`src/design/supervisor_pkg.sv`:
```
// constants and types shared by the mains loss and overload supervisor
package supervisor_pkg;
  // clock and supervisory tick
  localparam int CLK_PERIOD_NS = 100;                       // 10 mhz system clock
  localparam int TICK_NS       = 100_000_000;               // 100 ms timer tick
  localparam int TICK_CYCLES   = TICK_NS / CLK_PERIOD_NS;   // cycles per tick
  localparam int TICKS_PER_S   = 1_000_000_000 / TICK_NS;   // ticks per second
  // outage window value that forbids any restart
  localparam logic [6:0] NEVER_RESTART_S = 7'h64;           // 100 s
  // rated current in percent of motor rating
  localparam logic [7:0] RATED_PCT = 8'h64;                 // 100 %
  // overload bands, percent of rated current
  localparam logic [7:0] OL_P120 = 8'h78;
  localparam logic [7:0] OL_P130 = 8'h82;
  localparam logic [7:0] OL_P140 = 8'h8c;
  localparam logic [7:0] OL_P150 = 8'h96;
  localparam logic [7:0] OL_P200 = 8'hc8;
  // longest permitted overload per band, seconds
  localparam int OL_T110_S = 251;
  localparam int OL_T120_S = 120;
  localparam int OL_T130_S = 76;
  localparam int OL_T140_S = 55;
  localparam int OL_T150_S = 42;
  localparam int OL_T200_S = 18;
  // output frequency drop per tick while riding through
  localparam logic [15:0] RIDE_STEP = 16'h0005;
  // reset values
  localparam logic [15:0] FREQ_RESET = 16'h0000;
  // command source and setpoint source
  typedef enum logic [1:0] {SRC_PANEL, SRC_LINK, SRC_DIGITAL} cmd_src_type;
  typedef enum logic [1:0] {SP_SECTIONS, SP_LINK, SP_PANEL} sp_src_type;
  // supervisor states
  typedef enum logic [2:0] {
    ST_READY, ST_RUN, ST_OUT_READY, ST_OUT_RUN, ST_RIDE, ST_NOT_READY, ST_TRIP
  } sup_state_type;
endpackage

```
`src/design/mains_loss_overload_supervisor.sv`:
```
// command source, mains loss handling and inverse time overload trip
// Contract
// - negative setpoint runs backward, positive runs forward
// - setpoint from sections, link or panel
// - instant trip option stops drive, reports not ready
// - restart only inside window without stop
// - 100 s window means never restart
// - ride through lowers output frequency gradually
// - ride through ends at time limit or stop
// - ready drive: short outage ready, long not ready
// - running drive: short outage restarts or goes ready
// - overload arms above rated, heavier trips sooner
// - trip times follow the overload table
`timescale 1ns/1ps
`default_nettype none
module mains_loss_overload_supervisor #(
  parameter int tick_cycles = supervisor_pkg::TICK_CYCLES   // shorten for simulation
) (
  input  wire logic                        clk,
  input  wire logic                        rst_n,
  input  wire logic                        mains_ok,        // pin, mains present
  input  wire logic                        di_start,        // pin, start pulse
  input  wire logic                        di_stop,         // pin, stop pulse
  input  wire logic                        di_run,          // pin, level mode run
  input  wire supervisor_pkg::cmd_src_type cmd_src,
  input  wire logic                        di_pulse_mode,   // 1 pulse, 0 level
  input  wire supervisor_pkg::sp_src_type  sp_src,
  input  wire logic                        reverse_release,
  input  wire logic                        panel_start,     // one cycle pulses
  input  wire logic                        panel_stop,
  input  wire logic                        link_start,
  input  wire logic                        link_stop,
  input  wire logic signed [15:0]          sp_sections,
  input  wire logic signed [15:0]          sp_link,
  input  wire logic signed [15:0]          sp_panel,
  input  wire logic                        instant_trip_on_mains_loss,
  input  wire logic                        auto_restart,
  input  wire logic                        ride_through,
  input  wire logic [6:0]                  restart_window,  // seconds
  input  wire logic [6:0]                  ride_max,        // seconds
  input  wire logic [7:0]                  current_pct,     // percent of rated
  input  wire logic                        fault_ack,       // one cycle pulse
  output logic                             run_cmd,
  output logic                             reverse,
  output logic signed [15:0]               freq_cmd,
  output logic                             ready,
  output logic                             mains_not_ready,
  output logic                             mains_loss,
  output logic                             ride_active,
  output logic                             overload_trip
);
  // whole state of the block, registered in one place
  typedef struct packed {
    logic [2:0]                    mains_sync;      // three stage pin sampler
    logic [2:0]                    start_sync;
    logic [2:0]                    stop_sync;
    logic [2:0]                    run_sync;
    logic                          mains_level;     // filtered pin levels
    logic                          start_level;
    logic                          stop_level;
    logic                          run_level;
    logic                          start_prev;      // edge detector memory
    logic                          stop_prev;
    logic                          run_prev;
    logic [23:0]                   tick_cnt;        // divider towards the timer tick
    logic                          tick;            // one cycle enable, 100 ms apart
    supervisor_pkg::sup_state_type state;
    logic [10:0]                   outage_ticks;    // outage duration so far
    logic [10:0]                   ride_ticks;      // ride through time so far
    logic [11:0]                   ol_ticks;        // overload time so far
    logic                          stop_seen;       // stop came during an outage
    logic                          run_cmd;
    logic                          reverse;
    logic signed [15:0]            freq_cmd;
    logic                          ready;
    logic                          mains_not_ready;
    logic                          mains_loss;
    logic                          ride_active;
    logic                          overload_trip;
  } sup_regs_type;

  sup_regs_type       st;                 // registered state
  sup_regs_type       next_st;            // next value of the state
  logic               start_evt;          // start command this cycle
  logic               stop_evt;           // stop command this cycle
  logic               mains_down;         // filtered mains absent
  logic               ol_expired;         // overload time used up
  logic signed [15:0] selected_sp;        // setpoint of the chosen source
  logic [10:0]        window_ticks;       // permitted outage, in ticks
  logic [10:0]        ride_limit_ticks;   // permitted ride through, in ticks

  // a change counts once the second and third stage agree
  function automatic logic filtered(input logic [2:0] s, input logic old);
    filtered = (s[1] == s[2]) ? s[2] : old;
  endfunction

  // seconds to timer ticks, the window fits eleven bits
  function automatic logic [10:0] secs_to_ticks(input logic [6:0] s);
    secs_to_ticks = 11'(int'(s) * supervisor_pkg::TICKS_PER_S);
  endfunction

  // inverse time: heavier overload gives a shorter limit
  function automatic logic [11:0] overload_limit(input logic [7:0] pct);
    int secs;
    if (pct >= supervisor_pkg::OL_P200) begin
      secs = supervisor_pkg::OL_T200_S;
    end else if (pct >= supervisor_pkg::OL_P150) begin
      secs = supervisor_pkg::OL_T150_S;
    end else if (pct >= supervisor_pkg::OL_P140) begin
      secs = supervisor_pkg::OL_T140_S;
    end else if (pct >= supervisor_pkg::OL_P130) begin
      secs = supervisor_pkg::OL_T130_S;
    end else if (pct >= supervisor_pkg::OL_P120) begin
      secs = supervisor_pkg::OL_T120_S;
    end else begin
      secs = supervisor_pkg::OL_T110_S;        // anything above rated up to 120 %
    end
    overload_limit = 12'(secs * supervisor_pkg::TICKS_PER_S);
  endfunction

  // one ride step towards standstill, never overshooting zero
  function automatic logic signed [15:0] step_toward_zero(input logic signed [15:0] f);
    logic signed [15:0] step;
    step = $signed(supervisor_pkg::RIDE_STEP);
    if (f > step) begin
      step_toward_zero = f - step;
    end else if (f < -step) begin
      step_toward_zero = f + step;
    end else begin
      step_toward_zero = 16'h0000;
    end
  endfunction

  // size of a signed frequency
  function automatic logic [15:0] magnitude(input logic signed [15:0] f);
    magnitude = f[15] ? 16'(-f) : 16'(f);
  endfunction

  assign mains_down       = ~st.mains_level;
  assign window_ticks     = secs_to_ticks(restart_window);
  assign ride_limit_ticks = secs_to_ticks(ride_max);
  // no thermal memory: the count restarts once current is back at rated
  assign ol_expired       = (current_pct > supervisor_pkg::RATED_PCT) &&
                            (st.ol_ticks >= overload_limit(current_pct));

  // start and stop from the configured command source
  always_comb begin
    start_evt = 1'b0;
    stop_evt  = 1'b0;
    unique case (cmd_src)
      supervisor_pkg::SRC_PANEL: begin
        start_evt = panel_start;
        stop_evt  = panel_stop;
      end
      supervisor_pkg::SRC_LINK: begin
        start_evt = link_start;
        stop_evt  = link_stop;
      end
      supervisor_pkg::SRC_DIGITAL: begin
        if (di_pulse_mode) begin
          start_evt = st.start_level & ~st.start_prev;
          stop_evt  = st.stop_level & ~st.stop_prev;
        end else begin
          start_evt = st.run_level & ~st.run_prev;
          stop_evt  = ~st.run_level & st.run_prev;
        end
      end
      default: begin                                               // unused code, no command
        start_evt = 1'b0;
        stop_evt  = 1'b0;
      end
    endcase
  end

  // setpoint from sections, link or panel
  always_comb begin
    unique case (sp_src)
      supervisor_pkg::SP_SECTIONS: selected_sp = sp_sections;
      supervisor_pkg::SP_LINK:     selected_sp = sp_link;
      supervisor_pkg::SP_PANEL:    selected_sp = sp_panel;
      default:                     selected_sp = 16'h0000;        // unused code, stand still
    endcase
  end

  // next state: samplers, tick, timers and the supervisor itself
  always_comb begin
    next_st = st;
    // pins pass three flip-flops before use
    next_st.mains_sync  = {st.mains_sync[1:0], mains_ok};
    next_st.start_sync  = {st.start_sync[1:0], di_start};
    next_st.stop_sync   = {st.stop_sync[1:0], di_stop};
    next_st.run_sync    = {st.run_sync[1:0], di_run};
    next_st.mains_level = filtered(st.mains_sync, st.mains_level);
    next_st.start_level = filtered(st.start_sync, st.start_level);
    next_st.stop_level  = filtered(st.stop_sync, st.stop_level);
    next_st.run_level   = filtered(st.run_sync, st.run_level);
    next_st.start_prev  = st.start_level;
    next_st.stop_prev   = st.stop_level;
    next_st.run_prev    = st.run_level;
    // fixed tick from the clock keeps every duration deterministic
    next_st.tick     = (st.tick_cnt == 24'(tick_cycles - 1));
    next_st.tick_cnt = next_st.tick ? 24'h000000 : st.tick_cnt + 24'h000001;
    // overload time, saturating so it cannot wrap back below a limit
    if (current_pct > supervisor_pkg::RATED_PCT) begin
      if (st.tick && (st.ol_ticks != 12'hfff)) begin
        next_st.ol_ticks = st.ol_ticks + 12'h001;
      end
    end else begin
      next_st.ol_ticks = 12'h000;
    end
    // acknowledge clears the loss flag; a new loss below wins
    if (fault_ack) begin
      next_st.mains_loss = 1'b0;
    end
    if (ol_expired && (st.state != supervisor_pkg::ST_TRIP)) begin
      next_st.state = supervisor_pkg::ST_TRIP;
    end else begin
      unique case (st.state)
        supervisor_pkg::ST_READY: begin
          if (mains_down) begin
            if (instant_trip_on_mains_loss) begin
              next_st.state = supervisor_pkg::ST_NOT_READY;
            end else begin
              next_st.state        = supervisor_pkg::ST_OUT_READY;
              next_st.outage_ticks = 11'h000;
            end
          end else if (start_evt) begin
            next_st.state = supervisor_pkg::ST_RUN;
          end
        end
        supervisor_pkg::ST_RUN: begin
          if (mains_down) begin
            if (instant_trip_on_mains_loss) begin
              next_st.state = supervisor_pkg::ST_NOT_READY;
            end else if (ride_through) begin
              next_st.state      = supervisor_pkg::ST_RIDE;
              next_st.ride_ticks = 11'h000;
            end else begin
              next_st.state        = supervisor_pkg::ST_OUT_RUN;
              next_st.outage_ticks = 11'h000;
              next_st.stop_seen    = 1'b0;
            end
          end else if (stop_evt) begin
            next_st.state = supervisor_pkg::ST_READY;
          end
        end
        supervisor_pkg::ST_OUT_READY: begin
          if (!mains_down) begin
            next_st.state = supervisor_pkg::ST_READY;
          end else if (st.outage_ticks >= window_ticks) begin
            next_st.state      = supervisor_pkg::ST_NOT_READY;
            next_st.mains_loss = 1'b1;
          end else if (st.tick) begin
            next_st.outage_ticks = st.outage_ticks + 11'h001;
          end
        end
        supervisor_pkg::ST_OUT_RUN: begin
          if (stop_evt) begin
            next_st.stop_seen = 1'b1;
          end
          if (!mains_down) begin
            // the 100 s setting forbids restart outright
            if (auto_restart && !st.stop_seen && !stop_evt &&
                (restart_window != supervisor_pkg::NEVER_RESTART_S)) begin
              next_st.state = supervisor_pkg::ST_RUN;
            end else begin
              next_st.state = supervisor_pkg::ST_READY;
            end
          end else if (st.outage_ticks >= window_ticks) begin
            next_st.state      = supervisor_pkg::ST_NOT_READY;
            next_st.mains_loss = 1'b1;
          end else if (st.tick) begin
            next_st.outage_ticks = st.outage_ticks + 11'h001;
          end
        end
        supervisor_pkg::ST_RIDE: begin
          if (stop_evt) begin
            next_st.state = supervisor_pkg::ST_READY;
          end else if (!mains_down) begin
            next_st.state = supervisor_pkg::ST_RUN;
          end else if (st.ride_ticks >= ride_limit_ticks) begin
            next_st.state      = supervisor_pkg::ST_NOT_READY;
            next_st.mains_loss = 1'b1;
          end else if (st.tick) begin
            next_st.ride_ticks = st.ride_ticks + 11'h001;
            next_st.freq_cmd   = step_toward_zero(st.freq_cmd);
          end
        end
        supervisor_pkg::ST_NOT_READY: begin
          if (!mains_down) begin
            next_st.state = supervisor_pkg::ST_READY;
          end
        end
        supervisor_pkg::ST_TRIP: begin
          if (fault_ack) begin
            next_st.state = supervisor_pkg::ST_READY;
          end
        end
      endcase
    end
    // outputs follow the state they belong to
    next_st.ready           = (next_st.state == supervisor_pkg::ST_READY);
    next_st.mains_not_ready = (next_st.state == supervisor_pkg::ST_NOT_READY);
    next_st.ride_active     = (next_st.state == supervisor_pkg::ST_RIDE);
    next_st.overload_trip   = (next_st.state == supervisor_pkg::ST_TRIP);
    next_st.run_cmd         = (next_st.state == supervisor_pkg::ST_RUN) ||
                              (next_st.state == supervisor_pkg::ST_RIDE);
    if (next_st.state == supervisor_pkg::ST_RUN) begin
      // without the release a negative setpoint only stops the motor
      next_st.reverse  = reverse_release && selected_sp[15];
      next_st.freq_cmd = (reverse_release || !selected_sp[15]) ? selected_sp : 16'h0000;
    end else if (next_st.state != supervisor_pkg::ST_RIDE) begin
      next_st.reverse  = 1'b0;
      next_st.freq_cmd = supervisor_pkg::FREQ_RESET;
    end
  end

  // state register with synchronous reset, idle pin levels preloaded
  always_ff @(posedge clk) begin
    if (!rst_n) begin
      st             <= '0;
      st.mains_sync  <= 3'h7;           // mains idles present, no false loss
      st.mains_level <= 1'b1;
      st.state       <= supervisor_pkg::ST_READY;
      st.ready       <= 1'b1;
      st.freq_cmd    <= supervisor_pkg::FREQ_RESET;
    end else begin
      st <= next_st;
    end
  end

  // every output straight from the register
  assign run_cmd         = st.run_cmd;
  assign reverse         = st.reverse;
  assign freq_cmd        = st.freq_cmd;
  assign ready           = st.ready;
  assign mains_not_ready = st.mains_not_ready;
  assign mains_loss      = st.mains_loss;
  assign ride_active     = st.ride_active;
  assign overload_trip   = st.overload_trip;
endmodule
`default_nettype wire

```
`config.mk`:
```
export PLATFORM = sky130hd
export DESIGN_NAME = mains_loss_overload_supervisor
export DESIGN_NICKNAME = d
export VERILOG_FILES = /design/src/design/supervisor_pkg.sv /design/src/design/mains_loss_overload_supervisor.sv
export SDC_FILE = /design/constraint.sdc
export NUM_CORES = 1
export LEC_CHECK = 0
export ABC_AREA = 1
export ABC_CLOCK_PERIOD_IN_PS = 3450
export BUFFER_PORTS_ARGS = -buffer_cell sky130_fd_sc_hd__buf_4
export CAP_MARGIN = 15
export CORE_MARGIN = 2
export CORE_UTILIZATION = 54
export CTS_CLUSTER_SIZE = 14
export DETAILED_ROUTE_END_ITERATION = 12
export PLACE_DENSITY = 0.74
export SYNTH_ARGS = -nofsm -noshare
export SYNTH_HDL_FRONTEND = slang
export SYNTH_SLANG_ARGS = --single-unit
```
`constraint.sdc`:
```
create_clock -name clk -period 3.45 [get_ports clk]
set_clock_uncertainty 0.05 [all_clocks]
set_input_delay 0 -clock clk [delete_from_list [all_inputs] [get_ports clk]]
set_output_delay 0 -clock clk [all_outputs]
set_load 0.005 [all_outputs]
```
* After elaboration in Yosys (flattened, before gate mapping)
Cells that the tools add are included.
** Operators by class
- Reduce and logical (&&, ||, !) cells :: 29
- Shifts and indexed selects :: 0
- Equal/unequal tests :: 41
- Multiplexer cells :: 67
- Bitwise gates (word level) :: 10
- Magnitude comparators :: 11
- $mul :: 3
- Divide/modulo/power cells :: 0
- $add $sub $neg :: 6
** Operators with widths (count)
- 16-bit two-way mux :: 9
- 11-bit two-way mux :: 11
- 3-bit two-way mux :: 16
- 16-bit one-hot mux with 3 select lines :: 1
- 22-bit two-way mux :: 2
- 8-bit two-way mux :: 5
- 17-bit two-way mux :: 2
- 11-bit one-hot mux with 3 select lines :: 1
- 8-bit greater-or-equal comparator, second input constant :: 4
- 32-bit by 4-bit multiplier with 11-bit output, second input constant :: 1
- 2-bit != test, second input constant :: 13
- 24-bit by 1-bit adder with 24-bit output, second input constant :: 1
- 24-bit by 20-bit equality test with 1-bit output, second input constant :: 1
- 11-bit by 1-bit adder with 11-bit output, second input constant :: 2
- 11-bit greater-or-equal comparator :: 2
- 11-bit one-hot mux with 2 select lines :: 1
- 3-bit one-hot mux with 7 select lines :: 1
- 7-bit by 3-bit multiplier with 10-bit output, second input constant :: 2
- 3-bit equality test, second input constant :: 6
- 16-bit by 4-bit adder with 16-bit output, second input constant :: 1
- 16-bit by 4-bit > comparator with 1-bit output, second input constant :: 1
- 16-bit by 4-bit < comparator with 1-bit output, second input constant :: 1
- 16-bit by 4-bit subtractor with 16-bit output, second input constant :: 1
- 1-bit two-way mux :: 14
- other kinds (30) :: 68
** Storage, ports and cells
- Bits in read-only memories :: 0
- Bits in writable memories :: 0
- Bits in registers :: 105
- Output and inout bits :: 23
- Latch bits :: 0
- Logic and storage cells :: 193
- Memories kept :: 0

* Logic depth before layout (Yosys ltp)
- Word-level depth :: 14
- Mapped depth :: 31

* Worst setup path before layout
OpenSTA, ideal clock, no wires.
- Path type :: input-to-reg
- Start :: in current_pct[2]
- End :: reg st[53] in the netlist's numbering
- Required time :: 3.284 ns
- Path slack :: -0.349 ns
- Cell stages on the path :: 26
- Setup time :: 0.116 ns
- Path buffers :: 0
- Arrival :: 3.633 ns
- Cells stage by stage :: or2_1 a311oi_1 nor2_1 a21oi_1 ha_1 ha_1 inv_1 fa_1 nand3b_1 and2_1 inv_1 a21oi_1 o21ai_0 xor2_1 ha_1 nand2_1 nor2_1 nand3_1 nand4_1 nand2_4 nand2_2 nor2_8 nand2_2 nor2_2 or2_2 and3_1
** On the way
- Word-level cells in the longest chain between the ends :: 12
- Elaborated cells on any way between the ends :: 17
- Classes of those cells :: mul (1); order compare (7); mux (5); bitwise (1); reduce/logical (3)
** RTL lines
- start, declared :: line mains_loss_overload_supervisor.sv:41 : input wire logic [7:0] current_pct,
- 8-bit by 7-bit greater-or-equal comparator with 1-bit output :: line mains_loss_overload_supervisor.sv:113 : end else if (pct >= supervisor_pkg::OL_P120) begin
- 8-bit two-way mux :: line mains_loss_overload_supervisor.sv:113
- 8-bit two-way mux :: line mains_loss_overload_supervisor.sv:111 : end else if (pct >= supervisor_pkg::OL_P130) begin
- 8-bit two-way mux :: line mains_loss_overload_supervisor.sv:109 : end else if (pct >= supervisor_pkg::OL_P140) begin
- 8-bit two-way mux :: line mains_loss_overload_supervisor.sv:107 : end else if (pct >= supervisor_pkg::OL_P150) begin
- 8-bit two-way mux :: line mains_loss_overload_supervisor.sv:105 : if (pct >= supervisor_pkg::OL_P200) begin
- 32-bit by 4-bit multiplier with 11-bit output :: line mains_loss_overload_supervisor.sv:118 : overload_limit = 12'(secs * supervisor_pkg::TICKS_PER_S);
- 12-bit greater-or-equal comparator :: line mains_loss_overload_supervisor.sv:144 : (st.ol_ticks >= overload_limit(current_pct));
- 1-bit logical AND (*) :: line mains_loss_overload_supervisor.sv:143 : assign ol_expired = (current_pct > supervisor_pkg::RATED_PCT) &&
- 1-bit logical AND (*) :: line mains_loss_overload_supervisor.sv:215 : if (ol_expired && (st.state != supervisor_pkg::ST_TRIP)) begin
- 1-bit inverter (no source line) (*)
- 10-bit AND reduction (no source line) (*)
- end signal, assigned :: line mains_loss_overload_supervisor.sv:328 : st <= next_st;
- end, declared :: line mains_loss_overload_supervisor.sv:82 : sup_regs_type st;
Every way passes the cells marked *; elsewhere a longest branch is shown, timed or not.
A chain may end at the register's enable or synchronous reset.

* Worst setup path after layout
- Start :: in current_pct[2]
- End :: reg st[54] in the netlist's numbering
Same word-level chain as after synthesis.

==> metrics.csv <==
metric;value;unit
layout_setup_ws;-0.163;ns
whs;0.0389;ns
fillers;1335;
outcome;finished with violations;
pwr-share-clk;20.1;%
synthTopCellsByArea;dfxtp_1 25%, nand2_1 15%, ha_1 11%;
tritoncts;yes;
endpoint_kind;flop;
power.share.combinational;53.7;%
syn_to_final_growth;24.7;%
path_class;input pin to flop;
chipHeight;129;microns
gp_congestion;0.881;
drt_iter0_markers;594;
fin_util;69.1;%
setup_viol;38;
antenna_found_initial;0;
grt_pass1_vias;7897;
dr.pass1.iters;5;
peakVddDrop;0.000383;V
syn_area;8460;sq um
yosys_warnings;0;
post_drt_wl_per_cell;13.4;microns
cts_made_buffers;9;
ios;113;
grt-ovfl-total;0;
fin_crit;3.61;ns
internal_power;2.94;mW
yosys.area.top_type;dfxtp_1;
ys_seq_elements;105;
met3_length;1290;microns
nets;1600;
row_count;45;
worstSkewPairLatency;0.36;ns
vias;8644;
place_hpwl;16300;microns
grt.total_usage;26.1;%
p_leak;4.91;nW
power_density;501;nW/um^2
max_cap_violations;0;
rsz0062_at_grt;yes;
wl_met2;10500;microns
cts.path.max_buffers;2;
ys_types;51;
grt_max_degree;37;
maxSlewViolCount;0;
h-tree-depth;3;
fmax;277;MHz
final_cell_mix;317 x nand2_1, 174 x inv_1, 152 x buf_4;
worst_pin_slew;0.941;ns
critPathRequiredTime;3.70;ns
cts_root_buf;clkbuf_16;
hp-class;input pin to flop;
die-area;16700;sq um
yosysTopAreaCellShare;24.9;%
synthArstFlopShare;0;%
p_sw;2.34;mW
postRouteAntennaNets;0;
drcViolationCount;0;
floorplan.initialDensity;55.4;%
worst-path-max-fanout;8;
period_share;105;%
vias_per_cell;5.23;
synth_nets;1461;
synth_edf_count;0;
final_common_cell;nand2_1;
start_kind;input pin;
clock_sinks;105;
topRoutingLayerUsed;met4;
relSlewSlack;37.2;%
core-area;15300;sq um
swShare;44.3;%
totalWireLength;22100;microns
violations;negative setup slack;
portBuffers;112;
critPathArrivalTime;3.87;ns
grt_first_pass_wirelength;35500;microns
avgSynthCellArea;6.52;sq um
hold_viol_final;0;
syn_inst;1297;
ys.flop_type;dfxtp_1;
wl_met1;9690;microns
die_width;129;microns
drive_above_1_share;21.1;%
clkSlewWorstSetupHoldPaths;0.08;ns
ys_seq_area_share;24.9;%
power.total;5.29;mW
insertedDiodeCount;0;
power.share.sequential;26.3;%
-- flip-flops by register name (all words and copies together) (netlist names) --
register and count:
mains_not_ready 1, next_st 11, run_cmd 1, overload_trip 1
reverse 1, freq_cmd 16, ready 1, ride_active 1
st 71, mains_loss 1
-- area by class of cell --
type,count,area (sq um),share of cell area (%)
clock buffer,10,239,2.27
multi-input combinational,952,5680,53.8
tap,211,264,2.50
clock inverter,6,68.8,0.653
sequential,105,2100,19.9
timing repair buffer,174,1450,13.7
inverter,194,748,7.09
-- synth_stat cells (2+ instances only) --
master    count
nand2_1     329
inv_1       180
nor2_1      138
dfxtp_1     105
nand3_1      75
ha_1         71
a21oi_1      65
nand4_1      51
xor2_1       40
o21ai_0      34
nor3_1       21
buf_4        20
a31oi_1      19
inv_2        13
nand3_2      12
clkbuf_1     11
buf_2        10
nor3b_1      10
nand2_2       9
nor2_2        8
o21bai_1      8
xnor2_1       8
nor4_1        6
or2_2         6
a211oi_1      4
and3_1        4
a21oi_2       3
fa_1          3
nor2_4        3
nor3_2        3
o21ai_1       3
a21o_1        2
and2_1        2
buf_1         2
buf_6         2
nor2_8        2
-- worst paths after layout --
check	endpoint	cells after the start	slack, ns	from
worst max-delay path	st[54]$_SDFFE_PN0P_	26	-0.16	current_pct[2]
worst min-delay path	reverse$_SDFFE_PN0P_	5	0.04	reverse_release
worst min register to register	next_st[98]$_SDFF_PN0_	2	0.37	next_st[97]$_SDFF_PN0_
worst max register to register	freq_cmd[9]$_SDFFE_PN0P_	16	0.19	freq_cmd[2]$_SDFFE_PN0P_
-- cells by family (layout without fill, tap and decap cells) --
logic type / Yosys count / after routing / synth area share, %
fa+ha+maj: 74 / 74 / 11.2
xor+xnor: 48 / 48 / 4.97
buf+inv: 240 / 384 / 12.1
compound gates: 146 / 146 / 9.90
flops: 105 / 105 / 24.9
simple gates: 684 / 684 / 37.0
-- critical path, stage by stage --
cell,delay (ns)
buf_6,0.10
or2_4,0.25
a311oi_4,0.26
nor2_2,0.10
o21bai_1,0.19
ha_1,0.28
ha_1,0.29
nand2_1,0.07
nor2_2,0.04
a211oi_2,0.17
o21bai_1,0.12
a21oi_2,0.19
xor2_1,0.20
ha_1,0.28
a21oi_2,0.12
o21a_1,0.12
nand4_1,0.14
nand2_4,0.17
nand2_4,0.10
nor2_8,0.19
nand2_2,0.09
nor2_4,0.12
nand3_1,0.09
nand2_1,0.07
inv_1,0.04
nor2_1,0.08
-- power by group through the flow --
| stage | clock network (mW) | logic [mW] | registers (mW) |
|---|---|---|---|
| 2_1_floorplan | 0 | 1.85 | 1.37 |
| 3_3_place_gp | 0 | 2.52 | 1.41 |
| 3_5_place_dp | 0 | 2.55 | 1.41 |
| 4_1_cts | 1.07 | 2.63 | 1.39 |
| 5_1_grt | 1.11 | 3.13 | 1.40 |
| 6_report | 1.06 | 2.84 | 1.39 |
-- repair_timing --
action,CTS,global route
endpoints found under the setup margin,47,48
resized for setup,23,46
hold endpoints to repair,7,0
setup buffers,2,6
pin swaps,2,28
gates cloned,0,2
hold buffers,9,0
-- per-layer routing --
layer	up-vias	GRT usage (%)
met5	-	0
met4	0	9.85
met3	54	4.21
met2	293	45.5
met1	3838	32.4
li1	4459	-
-- through the flow --
stage	instances	setup WS (ns)	area, sq um	setup TNS (ns)
after floorplan	1297	-0.173	8560	-3.25
after global placement	1617	-0.464	9730	-18.52
after detailed placement	1617	-0.600	9730	-24.29
after CTS	1644	-0.101	10200	-1.81
after global routing	1652	-0.438	10500	-15.53
final	1652	-0.163	10500	-3.01
(Power assumes the default switching activity.)
